**src/sfx_pkg.sv**
```systemverilog
// Purpose: constants, register map and strap helpers for the external fifo controller
// Assumes: one 200 MHz clock shared with the fifo devices
// Notes: offsets are byte addresses on a 32-bit classic wishbone bus
`default_nettype none
package sfx_pkg;
	localparam int CLK_PERIOD_NS = 5;
	// device reset pulse and recovery before the first access
	localparam int RST_HOLD_NS = 40;
	localparam int RST_HOLD_CYC = (RST_HOLD_NS + CLK_PERIOD_NS - 1) / CLK_PERIOD_NS;
	localparam int RST_RECOV_NS = 40;
	localparam int RST_RECOV_CYC = (RST_RECOV_NS + CLK_PERIOD_NS - 1) / CLK_PERIOD_NS;
	// pin synchroniser depth, flag latency inside the device and one slip cycle for missed skew
	localparam int SYNC_CYC = 2;
	localparam int FLAG_LAT_CYC = 3;
	localparam int SKEW_SLIP_CYC = 1;
	localparam int SETTLE_CYC = SYNC_CYC + FLAG_LAT_CYC + SKEW_SLIP_CYC;
	localparam int Q_LAT_CYC = SYNC_CYC + 2;
	localparam int RIPPLE_PER_DEV = 4;
	localparam int RIPPLE_LAST = 3;
	// register offsets
	localparam logic [7:0] ADR_CTRL = 8'h00;
	localparam logic [7:0] ADR_STATUS = 8'h04;
	localparam logic [7:0] ADR_DATA = 8'h08;
	localparam logic [7:0] ADR_CAP = 8'h0c;
	// ctrl fields
	localparam int CTRL_STRAP_LSB = 0;
	localparam int CTRL_TOPO_LSB = 3;
	localparam int CTRL_START_BIT = 8;
	localparam int STAT_ERR_BIT = 10;
	localparam logic [2:0] STRAP_RST = 3'h0;
	// cascade topology
	localparam logic [1:0] TOPO_SINGLE = 2'h0;
	localparam logic [1:0] TOPO_DAISY = 2'h1;
	localparam logic [1:0] TOPO_SERIES = 2'h2;

	typedef enum logic [2:0] {
		S_RST_HOLD,
		S_RST_WAIT,
		S_IDLE,
		S_WR,
		S_RD,
		S_RD_Q,
		S_SETTLE
	} sfx_state_t;

	// strap triple is {first_load, read_chain_in, write_chain_in}
	function automatic logic sfx_is_fall_through_mode(input logic [2:0] t);
		return (t == 3'h1) || (t == 3'h5);
	endfunction : sfx_is_fall_through_mode

	function automatic logic sfx_is_sync_part(input logic [2:0] t);
		return (t == 3'h4) || (t == 3'h5) || (t == 3'h6);
	endfunction : sfx_is_sync_part

	function automatic logic sfx_is_double(input logic [2:0] t);
		return (t == 3'h2) || (t == 3'h6);
	endfunction : sfx_is_double

	function automatic logic sfx_is_single(input logic [2:0] t);
		return (t != 3'h3) && (t != 3'h7);
	endfunction : sfx_is_single

	// a series chain only works with every device in fall-through
	function automatic logic [2:0] sfx_apply_strap(input logic [2:0] req, input logic [1:0] topo);
		return (topo == TOPO_SERIES) ? {req[2], 2'h1} : req;
	endfunction : sfx_apply_strap
endpackage : sfx_pkg
`default_nettype wire

```
**src/sfx_sync.sv**
```systemverilog
// Purpose: two flip-flop synchroniser for a group of pin inputs
// Assumes: each bit is an independent level
// Notes: the first stage is read only by the second
`default_nettype none
module sfx_sync
	import sfx_pkg::*;
#(
	parameter int W = 1
) (
	input wire logic ref_clk,
	input wire logic rst,
	input wire logic [W-1:0] d,
	output logic [W-1:0] q
);
	logic [W-1:0] meta_r;

	always_ff @(posedge ref_clk) begin
		if (rst) begin
			meta_r <= '0;
			q <= '0;
		end else begin
			meta_r <= d;
			q <= meta_r;
		end
	end
endmodule : sfx_sync
`default_nettype wire

```
**src/sfx_ctrl.sv**
```systemverilog
// Purpose: host controller for one or more external synchronous fifo devices
// Assumes: device clocks are ref_clk; flag and data pins still pass two flops
// Notes: software reaches ctrl, status, data and capacity over classic wishbone
//
// Summary of operation
// - single-device strap triples are 000,001,010,100,101,110 held during reset
// - width expansion: shared controls, partial flags from one, gated empty/full
// - daisy chain: first device first-load low, all others high
// - daisy chain: chain outputs feed next device chain inputs
// - daisy chain: offset-load inputs all connected in common
// - daisy chain: composite flags are OR of each device flag
// - series chain: output bus feeds next input, capacity sums depths
// - series chain: every device in fall-through at master reset
// - series chain: read clocks run continuously
// - never tie output controls of different devices together; here dev_oe_n and dev_ren_n are single pins shared by every device
// - straps stay static during operation
`default_nettype none
module sfx_ctrl
	import sfx_pkg::*;
#(
	parameter int DW = 18,
	parameter int NDEV = 1,
	parameter int DEPTH = 512,
	parameter int WAIT_CYC = 1024
) (
	input wire logic ref_clk,
	input wire logic rst,
	input wire logic wb_cyc_i,
	input wire logic wb_stb_i,
	input wire logic wb_we_i,
	input wire logic [7:0] wb_adr_i,
	input wire logic [3:0] wb_sel_i,
	input wire logic [31:0] wb_dat_i,
	output logic [31:0] wb_dat_o,
	output logic wb_ack_o,
	output logic dev_rst_n,
	output logic dev_wclk,
	output logic dev_rclk,
	output logic dev_wen_n,
	output logic dev_ren_n,
	output logic dev_oe_n,
	output logic offset_load_n,
	output logic [DW-1:0] dev_data_o,
	input wire logic [DW-1:0] dev_q_i,
	output logic [NDEV-1:0] first_load_select,
	output logic read_chain_in,
	output logic write_chain_in,
	input wire logic [NDEV-1:0] empty_flag_n,
	input wire logic [NDEV-1:0] full_flag_n,
	input wire logic [NDEV-1:0] almost_empty_flag,
	input wire logic [NDEV-1:0] almost_full_flag,
	input wire logic half_full_flag
);
	localparam int SW = 4 * NDEV + 1 + DW;
	localparam int RIPPLE_CYC = (NDEV - 1) * RIPPLE_PER_DEV + RIPPLE_LAST + SKEW_SLIP_CYC + SYNC_CYC;
	localparam int RD_TMO_CYC = RIPPLE_CYC + WAIT_CYC;
	localparam logic [15:0] RST_HOLD_LAST = 16'(RST_HOLD_CYC - 1);
	localparam logic [15:0] RST_RECOV_LAST = 16'(RST_RECOV_CYC - 1);
	localparam logic [15:0] SETTLE_LAST = 16'(SETTLE_CYC - 1);
	localparam logic [15:0] Q_LAST = 16'(Q_LAT_CYC - 1);
	localparam logic [15:0] WR_TMO_LAST = 16'(WAIT_CYC - 1);
	localparam logic [15:0] RD_TMO_LAST = 16'(RD_TMO_CYC - 1);

	typedef struct packed {
		sfx_state_t st;
		logic [15:0] cnt;
		logic [2:0] req;
		logic [1:0] topo;
		logic [2:0] strap;
		logic [2:0] mode;
		logic err;
		logic ack;
		logic [31:0] dat;
		logic wen_n;
		logic ren_n;
		logic rst_n;
		logic [DW-1:0] wdata;
	} sfx_regs_t;

	sfx_regs_t s_r;
	sfx_regs_t s_nxt;

	////////////////////////////////////////////////////////////////////////////
	// pin synchronisers and composite flags

	logic [SW-1:0] sync_q;
	logic [NDEV-1:0] e_s;
	logic [NDEV-1:0] f_s;
	logic [NDEV-1:0] ae_s;
	logic [NDEV-1:0] af_s;
	logic hf_s;
	logic [DW-1:0] q_s;
	logic [NDEV-1:0] hd;
	logic [NDEV-1:0] sp;
	logic fall_through_mode;
	logic avail;
	logic space;
	logic ae;
	logic af;
	logic hf;
	logic [31:0] cap;
	logic [31:0] status;
	logic acc;

	sfx_sync #(.W(SW)) u_sync (
		.ref_clk(ref_clk),
		.rst(rst),
		.d({dev_q_i, half_full_flag, almost_full_flag, almost_empty_flag, full_flag_n, empty_flag_n}),
		.q(sync_q)
	);

	assign {q_s, hf_s, af_s, ae_s, f_s, e_s} = sync_q;
	assign fall_through_mode = sfx_is_fall_through_mode(s_r.mode);

	genvar g;
	generate
		for (g = 0; g < NDEV; g++) begin : g_dev
			// output-ready and input-ready are active low, empty and full flags active high for data
			assign hd[g] = fall_through_mode ? ~e_s[g] : e_s[g];
			assign sp[g] = fall_through_mode ? ~f_s[g] : f_s[g];
			assign first_load_select[g] = (s_r.topo == TOPO_DAISY) ? (g != 0) : s_r.strap[2];
		end
	endgenerate

	// each device's empty, full and partial flags arrive on their own pins; half-full has one shared pin
	always_comb begin
		avail = &hd;
		space = &sp;
		ae = ~ae_s[0];
		af = ~af_s[0];
		hf = ~hf_s;
		cap = 32'(DEPTH);
		case (s_r.topo)
			TOPO_DAISY: begin
				avail = |hd;
				space = |sp;
				ae = ~(|ae_s);
				af = ~(|af_s);
				hf = 1'b0;
				cap = 32'(NDEV * DEPTH);
			end
			TOPO_SERIES: begin
				avail = hd[NDEV-1];
				space = sp[0];
				ae = ~ae_s[NDEV-1];
				af = ~af_s[0];
				cap = 32'(NDEV * (DEPTH + 1));
			end
			default: begin
				if (fall_through_mode) begin
					cap = 32'(DEPTH + 1);
				end
			end
		endcase
	end

	assign status = {21'h0, s_r.err, sfx_is_single(s_r.mode), sfx_is_double(s_r.mode),
		sfx_is_sync_part(s_r.mode), fall_through_mode, hf, af, ae, space, avail, (s_r.st != S_RST_HOLD) && (s_r.st != S_RST_WAIT)};

	////////////////////////////////////////////////////////////////////////////
	// control state machine and register slave

	// one shared clock means the device read clock free-runs with ref_clk
	assign dev_wclk = ref_clk;
	assign dev_rclk = ref_clk;
	assign acc = wb_cyc_i & wb_stb_i & ~s_r.ack;

	always_comb begin
		s_nxt = s_r;
		s_nxt.ack = 1'b0;
		s_nxt.wen_n = 1'b1;
		s_nxt.ren_n = 1'b1;
		case (s_r.st)
			S_RST_HOLD: begin
				s_nxt.rst_n = 1'b0;
				if (s_r.cnt == RST_HOLD_LAST) begin
					s_nxt.rst_n = 1'b1;
					s_nxt.mode = s_r.strap;
					s_nxt.cnt = '0;
					s_nxt.st = S_RST_WAIT;
				end else begin
					s_nxt.cnt = s_r.cnt + 16'h1;
				end
			end
			S_RST_WAIT: begin
				if (s_r.cnt == RST_RECOV_LAST) begin
					s_nxt.st = S_IDLE;
				end else begin
					s_nxt.cnt = s_r.cnt + 16'h1;
				end
			end
			S_IDLE: begin
				if (acc) begin
					s_nxt.ack = 1'b1;
					s_nxt.dat = '0;
					s_nxt.cnt = '0;
					case (wb_adr_i)
						ADR_CTRL: begin
							if (wb_we_i) begin
								if (wb_sel_i[0]) begin
									s_nxt.req = wb_dat_i[CTRL_STRAP_LSB+:3];
								end
								// straps and topology only move inside a device reset
								if (wb_sel_i[1] && wb_dat_i[CTRL_START_BIT]) begin
									s_nxt.topo = wb_sel_i[0] ? wb_dat_i[CTRL_TOPO_LSB+:2] : s_r.topo;
									s_nxt.strap = sfx_apply_strap(s_nxt.req, s_nxt.topo);
									s_nxt.rst_n = 1'b0;
									s_nxt.st = S_RST_HOLD;
								end
							end else begin
								s_nxt.dat = {24'h0, s_r.topo, s_r.mode, s_r.req};
							end
						end
						ADR_STATUS: begin
							if (wb_we_i) begin
								if (wb_sel_i[1] && wb_dat_i[STAT_ERR_BIT]) begin
									s_nxt.err = 1'b0;
								end
							end else begin
								s_nxt.dat = status;
							end
						end
						ADR_DATA: begin
							s_nxt.ack = 1'b0;
							if (wb_we_i) begin
								s_nxt.wdata = wb_dat_i[DW-1:0];
								s_nxt.st = S_WR;
							end else begin
								s_nxt.st = S_RD;
							end
						end
						ADR_CAP: begin
							if (!wb_we_i) begin
								s_nxt.dat = cap;
							end
						end
						default: begin
						end
					endcase
				end
			end
			S_WR: begin
				if (space) begin
					s_nxt.wen_n = 1'b0;
					s_nxt.cnt = '0;
					s_nxt.st = S_SETTLE;
				end else if (s_r.cnt == WR_TMO_LAST) begin
					s_nxt.err = 1'b1;
					s_nxt.cnt = '0;
					s_nxt.st = S_SETTLE;
				end else begin
					s_nxt.cnt = s_r.cnt + 16'h1;
				end
			end
			S_RD: begin
				if (avail) begin
					s_nxt.ren_n = 1'b0;
					s_nxt.cnt = '0;
					if (fall_through_mode) begin
						// fall-through word already sits on the outputs; the read advances it
						s_nxt.dat = 32'(q_s);
						s_nxt.st = S_SETTLE;
					end else begin
						s_nxt.st = S_RD_Q;
					end
				end else if (s_r.cnt == RD_TMO_LAST) begin
					// wait covers the first-word ripple through a series chain
					s_nxt.err = 1'b1;
					s_nxt.cnt = '0;
					s_nxt.st = S_SETTLE;
				end else begin
					s_nxt.cnt = s_r.cnt + 16'h1;
				end
			end
			S_RD_Q: begin
				if (s_r.cnt == Q_LAST) begin
					s_nxt.dat = 32'(q_s);
					s_nxt.cnt = '0;
					s_nxt.st = S_SETTLE;
				end else begin
					s_nxt.cnt = s_r.cnt + 16'h1;
				end
			end
			S_SETTLE: begin
				// flags may lag a full extra cycle on tight skew, so wait them out
				if (s_r.cnt == SETTLE_LAST) begin
					s_nxt.ack = 1'b1;
					s_nxt.st = S_IDLE;
				end else begin
					s_nxt.cnt = s_r.cnt + 16'h1;
				end
			end
			default: begin
				s_nxt.st = S_IDLE;
			end
		endcase
	end

	always_ff @(posedge ref_clk) begin
		if (rst) begin
			s_r <= '0;
			s_r.st <= S_RST_HOLD;
			s_r.wen_n <= 1'b1;
			s_r.ren_n <= 1'b1;
		end else begin
			s_r <= s_nxt;
		end
	end

	////////////////////////////////////////////////////////////////////////////
	// outputs

	assign wb_ack_o = s_r.ack;
	assign wb_dat_o = s_r.dat;
	assign dev_rst_n = s_r.rst_n;
	assign dev_wen_n = s_r.wen_n;
	assign dev_ren_n = s_r.ren_n;
	assign dev_oe_n = 1'b0;
	assign offset_load_n = 1'b1; // one common offset-load line for every device
	assign dev_data_o = s_r.wdata;
	// in a daisy chain these two inputs come from the previous device instead
	assign read_chain_in = s_r.strap[1];
	assign write_chain_in = s_r.strap[0];
endmodule : sfx_ctrl
`default_nettype wire

```
**config.mk**
```make
export PLATFORM = sky130hd
export DESIGN_NAME = sfx_ctrl
export DESIGN_NICKNAME = d
export VERILOG_FILES = /design/src/sfx_pkg.sv /design/src/sfx_sync.sv /design/src/sfx_ctrl.sv
export SDC_FILE = /design/constraint.sdc
export NUM_CORES = 1
export LEC_CHECK = 0
export BUFFER_PORTS_ARGS = -buffer_cell sky130_fd_sc_hd__buf_2
export CORE_MARGIN = 1
export CORE_UTILIZATION = 54
export CTS_CLUSTER_DIAMETER = 40
export DETAILED_ROUTE_END_ITERATION = 16
export HOLD_SLACK_MARGIN = 0.05
export PLACE_DENSITY = 0.8
export SLEW_MARGIN = 20
export SYNTH_ARGS = -nofsm -noshare
export SYNTH_HDL_FRONTEND = slang
export SYNTH_SLANG_ARGS = --single-unit
```
**constraint.sdc**
```tcl
create_clock -name ref_clk -period 2.6 [get_ports ref_clk]
set_input_delay 0.39 -clock ref_clk [delete_from_list [all_inputs] [get_ports ref_clk]]
set_output_delay 0.39 -clock ref_clk [all_outputs]
set_load 0.005 [all_outputs]
```
-- Word-level counts from Yosys, hierarchy flattened
Cells that the tools add are included.
W data, S select, Z words.
- bits in registers: 131
- input bits: 72
- output and inout port bits: 61
- add/sub/neg operators: 1
- equal/unequal tests: 48
- multiplexer cells: 64
- bitwise operators: 10
- reductions and logical operators: 26
- operator list (operator ; count):
    $pmux W32 S3 ; 2
    $pmux W16 S7 ; 1
    $mux W16 ; 6
    $mux W32 ; 3
    $mux W19 ; 3
    $mux W18 ; 2
    $mux W34 ; 1
    $eq A16 B3 Y1 const B ; 2
    $ne A2 B2 Y1 const B ; 16
    $mux W3 ; 10
    $mux W27 ; 1
    $mux W8 ; 3
    $pmux W3 S7 ; 1
    $mux W1 ; 20
    $eq A3 B3 Y1 const B ; 6
    $add A16 B1 Y16 const B ; 1
    $eq A16 B10 Y1 const B ; 1
    $eq A16 B11 Y1 const B ; 1
    $eq A16 B2 Y1 const B ; 1
    $eq A8 B4 Y1 const B ; 2
    $ne A3 B3 Y1 const B ; 5
    $reduce_and A5 Y1 ; 3
    $reduce_and A4 Y1 ; 3
    $mux W11 ; 1
    other kinds (27) ; 54

-- Depth between registers and ports, before layout
Gate-level depths: netlist (run 1).
- depth in word-level cells: 8
- gate-level depth with buffers: 9
- gate-level depth less buffers: 8

-- Cells and area by module
Synthesis (run 1) repeated with hierarchy kept, for this count alone.
- cells, all modules: 585
- area, all modules: 5220.0 sq um
- modules (own cells, without submodules) (module ; times used ; cells each ; area each (sq um)):
    sfx_ctrl ; 1 ; 489 ; 3990.1
    sfx_sync ; 1 ; 96 ; 1229.9

==> impl_results.md, run 1 <==
- Worst VDD drop: 0.5276 mV
- Critical path buffer and inverter count: 1
- First-pass GRT wire length: 20890 µm
- Clock latency on the worst-skew pair: 0.63 ns
- Final Hold Fails: 0
- Area grow syn2layout: 23.70%
- Share of layout cells above drive strength 1: 24.46%
- Vias in the first global route: 4474
- DRT iter0 DRCs: 347
- Post-synth EDFFs: 0
- Synth top area cells: dfxtp_1 (43%), buf_4 (7.5%), nor2b_1 (6.3%), nand2_1 (5.3%), a21oi_1 (3.4%)
- Startpoint Class: flop
- CP peak stage delay: 0.40 ns
- Final ANT Viol Nets: 0
- Initial antenna violation count: 0
- Most used cell, CP: nand3_1
- Final min period: 2.434 ns
- Detailed Place HPWL: 8996 µm
- Top delay family on crit path: simple AND/OR/NAND/NOR gates
- Slew Limit Fails: 0
- Vias post-DR: 4897
- Final core utilization: 69.10%
- Peak Freq: 410.9 MHz
- IO buf count: 100
- Slowest CP cell: nor4b_1
- Worst-path clk slew: 0.06 ns
- Core outline area: 9819 µm²
- PD cells: 830.3 nW/µm²
- Ys async rst share: 0%
- Status: finished, final reports clean
- Drt first pass iters: 6
- Slew @ Worst Pin: 0.5841 ns
- Setup-failing EPs final: 0
- RSZ-0062 raised after global routing: false
- CP cell instances: ha_1 -> nor4b_1 -> nand4_1 -> nand3_1 -> nand3_1 -> buf_4 -> o2111ai_1 -> o21ai_1
- Mean routed wirelength per cell: 15.39 µm
- Setup Fix Bufs, Post-CTS: 0
- Post-synth top area share: 42.70%
- Slew HR: 60.70%
- Worst Hold Slack: 0.1321 ns
- Max-Cap Viols: 0
- GPL Wtd Cong: 0.9090
- Sequential cell area fraction in the yosys report: 42.70%
- DR DRC count: 0
- Pin count of the biggest net entering global routing: 53
- Worst Setup End Kind: flop
- Synthesis-stage register bit count: 117
- Setup TNS: 0 ns
- Fin crit share: 93.60%
- Vias per cell: 5.584
- Worst Path Arrival: 2.94 ns
- IO Pins: 133
- Final #Nets: 810
- Lkg Pwr: 2.729 nW
- # diodes: 0
- GRT Overall Usage: 26.06%
- Yosys top cell by area: dfxtp_1
- Core Rows: 36
- WP data required: 3.10 ns
- Total congestion overflow: 0
- Setup CP Type: flop to flop
- HP Class: input pin to flop
- Critical-path maximum fanout: 6
- Post-synth design cell area: 5485 µm²
- Total power: 5.634 mW
- Distinct cells, synth: 74
- CTS tree: built
- Clock Skew: 0.006625 ns
- Yosys warns: 0
- Die ar.: 10560 µm²
- Die Y: 102.8 µm
- Post-Route WL: 13500 µm
- Die width: 102.8 µm
- Multi-input logic area: 2600 µm²
- Average size of a mapped cell: 8.734 µm²
- Reg area: 2342 µm²
- Initial core utilization: 55.86%
- Cells after Synth: 628
- Fill count: 782
- Main synth FF type: dfxtp_1
-- kinds of logic (layout without fill, tap and decap cells) --
logic type,after synthesis,after routing,synth area share [%]
buffers and inverters,102,204,10.99
other,2,16,0.1369
multiplexers,10,10,1.870
XOR/XNOR,1,1,0.1597
adder cells (fa/ha/maj),6,6,1.369
AO/OA/AOI/OAI,132,132,16.95
flip-flops,117,117,42.70
AND/OR/NAND/NOR,258,258,25.82
-- area by class of cell --
type | count | share of cell area (%)
Timing Repair Buffer | 154 | 14.97
Tap cell | 133 | 2.453
Clock inverter | 14 | 1.936
Clock buffer | 23 | 7.063
Sequential cell | 117 | 34.52
Multi-Input combinational cell | 423 | 38.32
Inverter | 13 | 0.7376
-- tightest hold or removal path: cells and delay by family --
family	cells	cell delay [ns]
buffers and inverters	1	0.16
and+or+nand+nor	1	0.10
AOI/OAI and AO/OA	1	0.06
-- routing by layer --
| metal | GRT usage (%) | share of wire (%) | routed length, µm | vias to the layer above |
|---|---|---|---|---|
| met5 | 0 | 0 | 0 | - |
| met4 | 13.43 | 2.8 | 377 | 0 |
| met3 | 7.186 | 7.7 | 1040 | 44 |
| met2 | 43.90 | 49 | 6558 | 249 |
| met1 | 30.36 | 41 | 5519 | 2266 |
| li1 | - | - | - | 2338 |
-- metrics by stage --
stage | instances | setup WS [ns] | area (µm²)
final | 877 | 0.1663 | 6785
after global routing | 877 | 0.006701 | 6785
after CTS | 877 | 0.2473 | 6778
after detailed placement | 801 | 0.2564 | 5767
after global placement | 801 | 0.3267 | 5767
after floorplan | 642 | 0.4642 | 5538
-- placed cells by master, fill, tap and decap left out, types with 4 or more instances in the layout --
master and instances:
a211oi_1 6, a21o_1 4, a21oi_1 37, a21oi_2 6, a22oi_1 9, a31oi_1 5, a32oi_1 4, and3_1 9
buf_2 99, buf_4 16, clkbuf_16 16, clkbuf_8 5, clkinv_4 5, clkinvlp_4 4, conb_1 16, dfxtp_1 117
dlygate4sd3_1 41, ha_1 6, inv_1 12, mux2i_1 8, nand2_1 78, nand3_1 21, nand4_1 7, nor2_1 28
nor2b_1 55, nor3_1 13, nor3b_1 6, nor4_1 4, o21ai_0 20, o31ai_1 8
-- Yosys cell counts, types with 7 or more instances --
| library cell | instances |
|---|---|
| dfxtp_1 | 117 |
| nand2_1 | 78 |
| buf_4 | 55 |
| nor2b_1 | 55 |
| a21oi_1 | 37 |
| nor2_1 | 28 |
| clkbuf_1 | 24 |
| nand3_1 | 21 |
| o21ai_0 | 20 |
| nor3_1 | 13 |
| inv_1 | 12 |
| a22oi_1 | 9 |
| and3_1 | 9 |
| buf_2 | 9 |
| mux2i_1 | 8 |
| o31ai_1 | 8 |
| nand4_1 | 7 |
-- power by group --
group          leakage [nW]  internal (mW)  switching [mW]
logic                  1.48          0.525           0.750
clock network         0.293           1.42           0.895
registers             0.954           1.93           0.114
total                  2.73           3.88            1.76
-- sequential cells by signal, indices dropped and copies added, names as in the netlist --
register        count
dev_data_o         18
dev_ren_n           1
dev_rst_n           1
dev_wen_n           1
read_chain_in       1
s_r                29
u_sync.meta_r      23
u_sync.q           23
wb_ack_o            1
wb_dat_o           18
write_chain_in      1
-- worst paths after layout --
| kind | slack, ns | end | from | cells after the start |
|---|---|---|---|---|
| worst max-delay path | 0.17 | s_r[76]$_SDFFE_PP0P_ | s_r[67]$_SDFFE_PP0P_ | 8 |
| worst min register to register | 0.44 | u_sync.q[9]$_SDFF_PP0_ | u_sync.meta_r[9]$_SDFF_PP0_ | 1 |
| worst min-delay path | 0.13 | s_r[61]$_SDFFE_PP0P_ | wb_sel_i[0] | 3 |
| worst max register to register | 0.17 | s_r[76]$_SDFFE_PP0P_ | s_r[67]$_SDFFE_PP0P_ | 8 |
-- repair_timing --
item / CTS / global route
gates resized for setup: 0 / 1
endpoints found under the hold margin: 43 / 0
setup endpoints to repair: 0 / 1
hold buffers: 41 / 0
(Power assumes the default switching activity.)
==> run 2: changes to the inputs <==
ABC_AREA = 1   (was default)
PLACE_DENSITY = 0.81   (was 0.8)
==> run 2 against run 1 <==
Total power is 1.6% lower; fmax up 6.9%; synthesized area is 0.11% lower; final area is 0.70% lower; largest power group unchanged; highest routed layer unchanged.
==> impl_results.md, run 2 <==
- DR DRC count: 0
- FF-to-FF setup slack: 0.32 ns
- Setup TNS: 0 ns
- Average size of a mapped cell: 7.200 µm²
- Synthesis-stage register bit count: 117
- Multi-input logic area: 2240 µm²
- Comb power frac: 17.9%
- Pin count of the biggest net entering global routing: 58
- IO buf count: 100
- Synth top area cells: dfxtp_1 (43%), nor2_1 (10%), nand2_1 (8.2%), buf_4 (7.5%), inv_1 (6.4%)
- Vias post-DR: 4995
- Initial antenna violation count: 0
- Top flop regs: s_r x29, u_sync.meta_r x23, u_sync.q x23
- GPL Wtd Cong: 0.9420
- Worst Setup End Kind: flop
- Die width: 102.7 µm
- Final min period: 2.277 ns
- Fin crit share: 87.58%
- Fill count: 765
- Status: finished, final reports clean
- Share of layout cells above drive strength 1: 19.36%
- Sw Ratio: 32.18%
- Peak Freq: 439.2 MHz
- Yosys top cell by area: dfxtp_1
- Area after DPL: 5674 µm²
- Die Y: 102.7 µm
- Seq pwr share: 36.5%
- Pint: 3.759 mW
- Die ar.: 10550 µm²
- Worst Path Arrival: 2.79 ns
- Final Hold Fails: 0
- Slew @ Worst Pin: 0.5617 ns
- DRT iter0 DRCs: 253
- Critical-path maximum fanout: 20
- Detailed Place HPWL: 7745 µm
- Mean routed wirelength per cell: 12.59 µm
- Post-synth EDFFs: 0
- Cts repair resizes: 0
- Clock latency on the worst-skew pair: 0.63 ns
- Post-Place Cells: 934
- CTS tree: built
- Commonest non-fill, non-tap cell in the layout: nor2_1
- Largest register FFs: 29
- PD cells: 822.6 nW/µm²
- HP Class: input pin to flop
- Design area: 6738 µm²
- Ys async rst share: 0%
- Clock Skew: 0.01595 ns
- Clock power frac: 45.6%
- # diodes: 0
- Startpoint Class: flop
- Reg2reg start: s_r[56]$_SDFFE_PP0P_
- Worst VDD drop: 0.4680 mV
- Slew Limit Fails: 0
- Final #Nets: 943
- Worst Setup EP: wb_dat_o[4]$_SDFFE_PP0P_
- Distinct cells, synth: 45
- Critical Path Start: s_r[56]$_SDFFE_PP0P_
- Finished Layout Cells: 1011
- WP data required: 3.11 ns
- Initial core utilization: 55.80%
- First-pass GRT wire length: 21110 µm
- Post-Route WL: 12730 µm
- Slew HR: 62.56%
- GRT Overall Usage: 25.91%
- Post-synth top area share: 42.75%
- Drt first pass iters: 6
- Reg2Reg Depth: 10
- Setup-failing EPs final: 0
- Yosys warns: 0
- Critical R2R Capture: wb_dat_o[4]$_SDFFE_PP0P_
- Total congestion overflow: 0
- Switching pwr: 1.784 mW
- Post-synth design cell area: 5479 µm²
- Reg area: 2342 µm²
- Worst Hold Slack: 0.2049 ns
- Main synth FF type: dfxtp_1
- Setup CP Type: flop to flop
- Sequential cell area fraction in the yosys report: 42.75%
- Synth cell count leaders: nor2_1 (146), nand2_1 (120), dfxtp_1 (117), inv_1 (94), buf_4 (55)
- RSZ-0062 raised after global routing: false
- Most common cell in the synthesized netlist: nor2_1
- Worst-path clk slew: 0.06 ns
- Vias per cell: 4.941
- Cells after Synth: 761
- Area grow syn2layout: 22.97%
- IO Pins: 133
- Max-Cap Viols: 0
- Core Rows: 36
- Largest Register: s_r
- Core outline area: 9819 µm²
- Final ANT Viol Nets: 0
- Commonest cells after routing, fill and taps aside: nor2_1 (146), nand2_1 (120), dfxtp_1 (117)
- Vias in the first global route: 4633
- Lkg Pwr: 3.221 nW
-- run 2: changes by cell type after synthesis, moves of 11 or more --
cell and change:
nor2_1 +118, inv_1 +82, nor2b_1 -55, nand2_1 +42, o21ai_0 +22, clkbuf_1 -15
nor2_2 +11
-- run 2: area by class of cell --
cell class                 count  share of cell area (%)
sequential                   117                   34.76
multi-input combinational    478                   33.24
timing repair buffer         144                   13.93
clock buffer                  23                   7.112
inverter                     101                   5.757
clock inverter                15                   2.730
tap                          133                   2.470
-- run 2: power groups by stage --
stage	Combinational (mW)	Sequential, mW	Clock [mW]
2_1_floorplan	0.887	2.00	0.0499
3_3_place_gp	0.909	2.05	0.0334
3_5_place_dp	0.922	2.05	0.0334
4_1_cts	0.985	2.02	2.56
5_1_grt	1.12	2.04	2.67
6_report	0.995	2.02	2.53
-- run 2: kinds of logic after synthesis --
group / count (synthesis) / share of synthesized area [%]
flip-flops: 117 / 42.75
other: 2 / 0.1371
AO/OA/AOI/OAI: 113 / 10.87
XOR/XNOR: 8 / 1.279
buffers and inverters: 180 / 17.33
AND/OR/NAND/NOR: 335 / 26.26
adder cells (fa/ha/maj): 6 / 1.370
-- run 2: per-stage QoR --
| stage | total power [mW] | setup WS, ns | utilization, % |
|---|---|---|---|
| final | 5.542 | 0.3229 | 68.62 |
| after global placement | 2.998 | 0.4557 | 57.79 |
| after CTS | 5.566 | 0.3510 | 68.62 |
| after global routing | 5.819 | 0.1893 | 68.62 |
| after floorplan | 2.934 | 0.7993 | - |
| after detailed placement | 3.008 | 0.3968 | 57.79 |
-- run 2: worst min-delay path by stage --
stage	start	endpoint	cells after the start
6_report	wb_stb_i	wb_ack_o$_SDFF_PP0_	5
5_1_grt	wb_stb_i	wb_ack_o$_SDFF_PP0_	5
4_1_cts	wb_stb_i	wb_ack_o$_SDFF_PP0_	5
3_5_place_dp	u_sync.meta_r[6]$_SDFF_PP0_	u_sync.q[6]$_SDFF_PP0_	2
3_3_place_gp	u_sync.meta_r[8]$_SDFF_PP0_	u_sync.q[8]$_SDFF_PP0_	2
2_1_floorplan	u_sync.meta_r[0]$_SDFF_PP0_	u_sync.q[0]$_SDFF_PP0_	2
-- run 2: timing repair --
action,CTS,global route
hold endpoints to repair,41,0
hold buffers,41,0
setup buffers,0,0
-- run 2: per-layer routing --
metal  GRT usage (%)  part of all wire, %
met3           6.712                  6.6
met2           42.31                   48
met5               0                    0
met1           32.46                   43
met4           11.05                  1.8
-- run 2: worst max-delay path: stages, from the launching register on --
cell,delay (ns)
dfxtp_1,0.32
inv_1,0.13
nand2_1,0.16
ha_1,0.38
inv_1,0.07
a21oi_1,0.25
nor3_4,0.08
nand2_4,0.18
clkinv_2,0.28
o21ai_1,0.25
a21oi_1,0.07
==> run 3: changes to the inputs <==
CTS_BUF_LIST = sky130_fd_sc_hd__clkbuf_16   (was default)
==> run 3 against run 2 <==
Clock skew down 0.0052 ns; worst setup slack gained 0.0059 ns; via count is 5.8% lower; clock-buffer cell count is the same; register-to-register slack is essentially flat; fmax increased by 0.26%; hold slack worse by 0.15 ns; global-route usage fell by 2.1 points; non-clock buffer count is 41 lower; cell count is 4.1% lower; critical path type unchanged; largest power group unchanged.
==> impl_results.md, run 3 (synthesis results as in run 2) <==
- Final #Nets: 902
- Cts repair resizes: 0
- Hold-fix buffers, CTS: 0
- Status: finished, final reports clean
- Reg2reg start: s_r[56]$_SDFFE_PP0P_
- Die ar.: 10550 µm²
- Hold Crit Start: dev_q_i[11]
- Fin crit share: 87.35%
- Largest register FFs: 29
- Initial antenna violation count: 0
- Startpoint Class: flop
- Final core utilization: 65.01%
- DR DRC count: 0
- Commonest cells after routing, fill and taps aside: nor2_1 (146), nand2_1 (120), dfxtp_1 (117)
- Worst Setup End Kind: flop
- Die Y: 102.7 µm
- Final Hold Fails: 0
- Clock latency on the worst-skew pair: 0.53 ns
- Placement Setup Slack: 0.3968 ns
- GRT Overall Usage: 23.84%
- Path length in cells of the critical path: 10
- DRT iter0 DRCs: 243
- Worst-path clk slew: 0.07 ns
- Peak Freq: 440.3 MHz
- Share of layout cells above drive strength 1: 20.31%
- RSZ-0062 raised after global routing: false
- First-pass GRT wire length: 19360 µm
- Setup CP Type: flop to flop
- Setup Fix Bufs, Post-CTS: 0
- Clock Skew: 0.01074 ns
- # diodes: 0
- Top flop regs: s_r x29, u_sync.meta_r x23, u_sync.q x23
- Final min period: 2.271 ns
- Vias post-DR: 4705
- GPL Wtd Cong: 0.9420
- Core Rows: 36
- Initial core utilization: 55.80%
- IO buf count: 100
- PD cells: 889.9 nW/µm²
- Top delay family on crit path: compound AO/OA/AOI/OAI gates
- Max-Cap Viols: 0
- CP peak stage delay: 0.37 ns
- Area grow syn2layout: 16.51%
- Total congestion overflow: 0
- Slowest CP cell: ha_1
- Post-Route WL: 11480 µm
- WP data required: 3.01 ns
- Final worst slack: 0.3288 ns
- Worst Path Arrival: 2.68 ns
- Drt first pass iters: 5
- Slew Limit Fails: 0
- Slew HR: 62.81%
- Vias per cell: 4.851
- HP Class: input pin to flop
- Die width: 102.7 µm
- Setup TNS: 0 ns
- Worst VDD drop: 0.5598 mV
- Lkg Pwr: 3.075 nW
- Setup-failing EPs final: 0
- Mean routed wirelength per cell: 11.84 µm
- Commonest non-fill, non-tap cell in the layout: nor2_1
- Critical Path Start: s_r[56]$_SDFFE_PP0P_
- Reg2Reg Depth: 10
- Total power: 5.681 mW
- Slew @ Worst Pin: 0.5578 ns
- Critical path buffer and inverter count: 3
- Hold Path Depth: 3
- Final ANT Viol Nets: 0
- Largest Register: s_r
- Core outline area: 9819 µm²
- IO Pins: 133
- Vias in the first global route: 4275
- Pin count of the biggest net entering global routing: 58
- Worst Hold Slack: 0.05940 ns
- CP cell instances: inv_1 -> nand2_1 -> ha_1 -> inv_1 -> a21oi_1 -> nor3_4 -> nand2_4 -> clkinv_2 -> o21ai_1 -> a21oi_1
- Detailed Place HPWL: 7745 µm
- Critical-path maximum fanout: 20
- CTS tree: built
[run 3: changes by cell type in the layout (fill, tap and decap cells not counted)]
cell and change:
dlygate4sd3_1 -41, clkbuf_8 -5, clkbuf_16 +5
[run 3: path summary, 6_finish.rpt]
check | slack, ns | to
worst min-delay path | 0.06 | u_sync.meta_r[16]$_SDFF_PP0_
worst max register to register | 0.33 | wb_dat_o[4]$_SDFFE_PP0P_
worst min register to register | 0.40 | u_sync.q[18]$_SDFF_PP0_
worst max-delay path | 0.33 | wb_dat_o[4]$_SDFFE_PP0P_
[run 3: per-layer routing]
metal	vias up	global-route usage [%]	wire length, µm
met3	19	7.186	766
met1	2074	30.55	5184
met2	176	37.69	5335
li1	2436	-	-
met4	0	9.426	195
met5	-	0	0
[run 3: where the power goes]
group | leakage, nW | internal (mW) | total [mW] | switching (mW)
Clock | 0.348 | 1.66 | 2.72 | 1.05
Combinational | 1.77 | 0.320 | 0.944 | 0.624
Sequential | 0.955 | 1.91 | 2.02 | 0.108
[run 3: worst register-to-register path, stage by stage (launching register included)]
cell	delay (ns)
dfxtp_1	0.31
inv_1	0.13
nand2_1	0.16
ha_1	0.37
inv_1	0.07
a21oi_1	0.25
nor3_4	0.08
nand2_4	0.19
clkinv_2	0.29
o21ai_1	0.25
a21oi_1	0.06
[run 3: area by class of cell]
class                      count  area [µm²]
clock buffer                  23       535.5
clock inverter                15       183.9
fill                         848        3436
inverter                     101       387.9
multi-input combinational    478        2240
sequential                   117        2342
tap                          133       166.4
timing repair buffer         103       528.0
[run 3: metrics by stage]
| stage | instance area [µm²] | instances |
|---|---|---|
| 3_5_place_dp | 5674 | 934 |
| 6_report | 6384 | 970 |
| 3_3_place_gp | 5674 | 934 |
| 4_1_cts | 6384 | 970 |
| 2_1_floorplan | 5532 | 775 |
| 5_1_grt | 6384 | 970 |
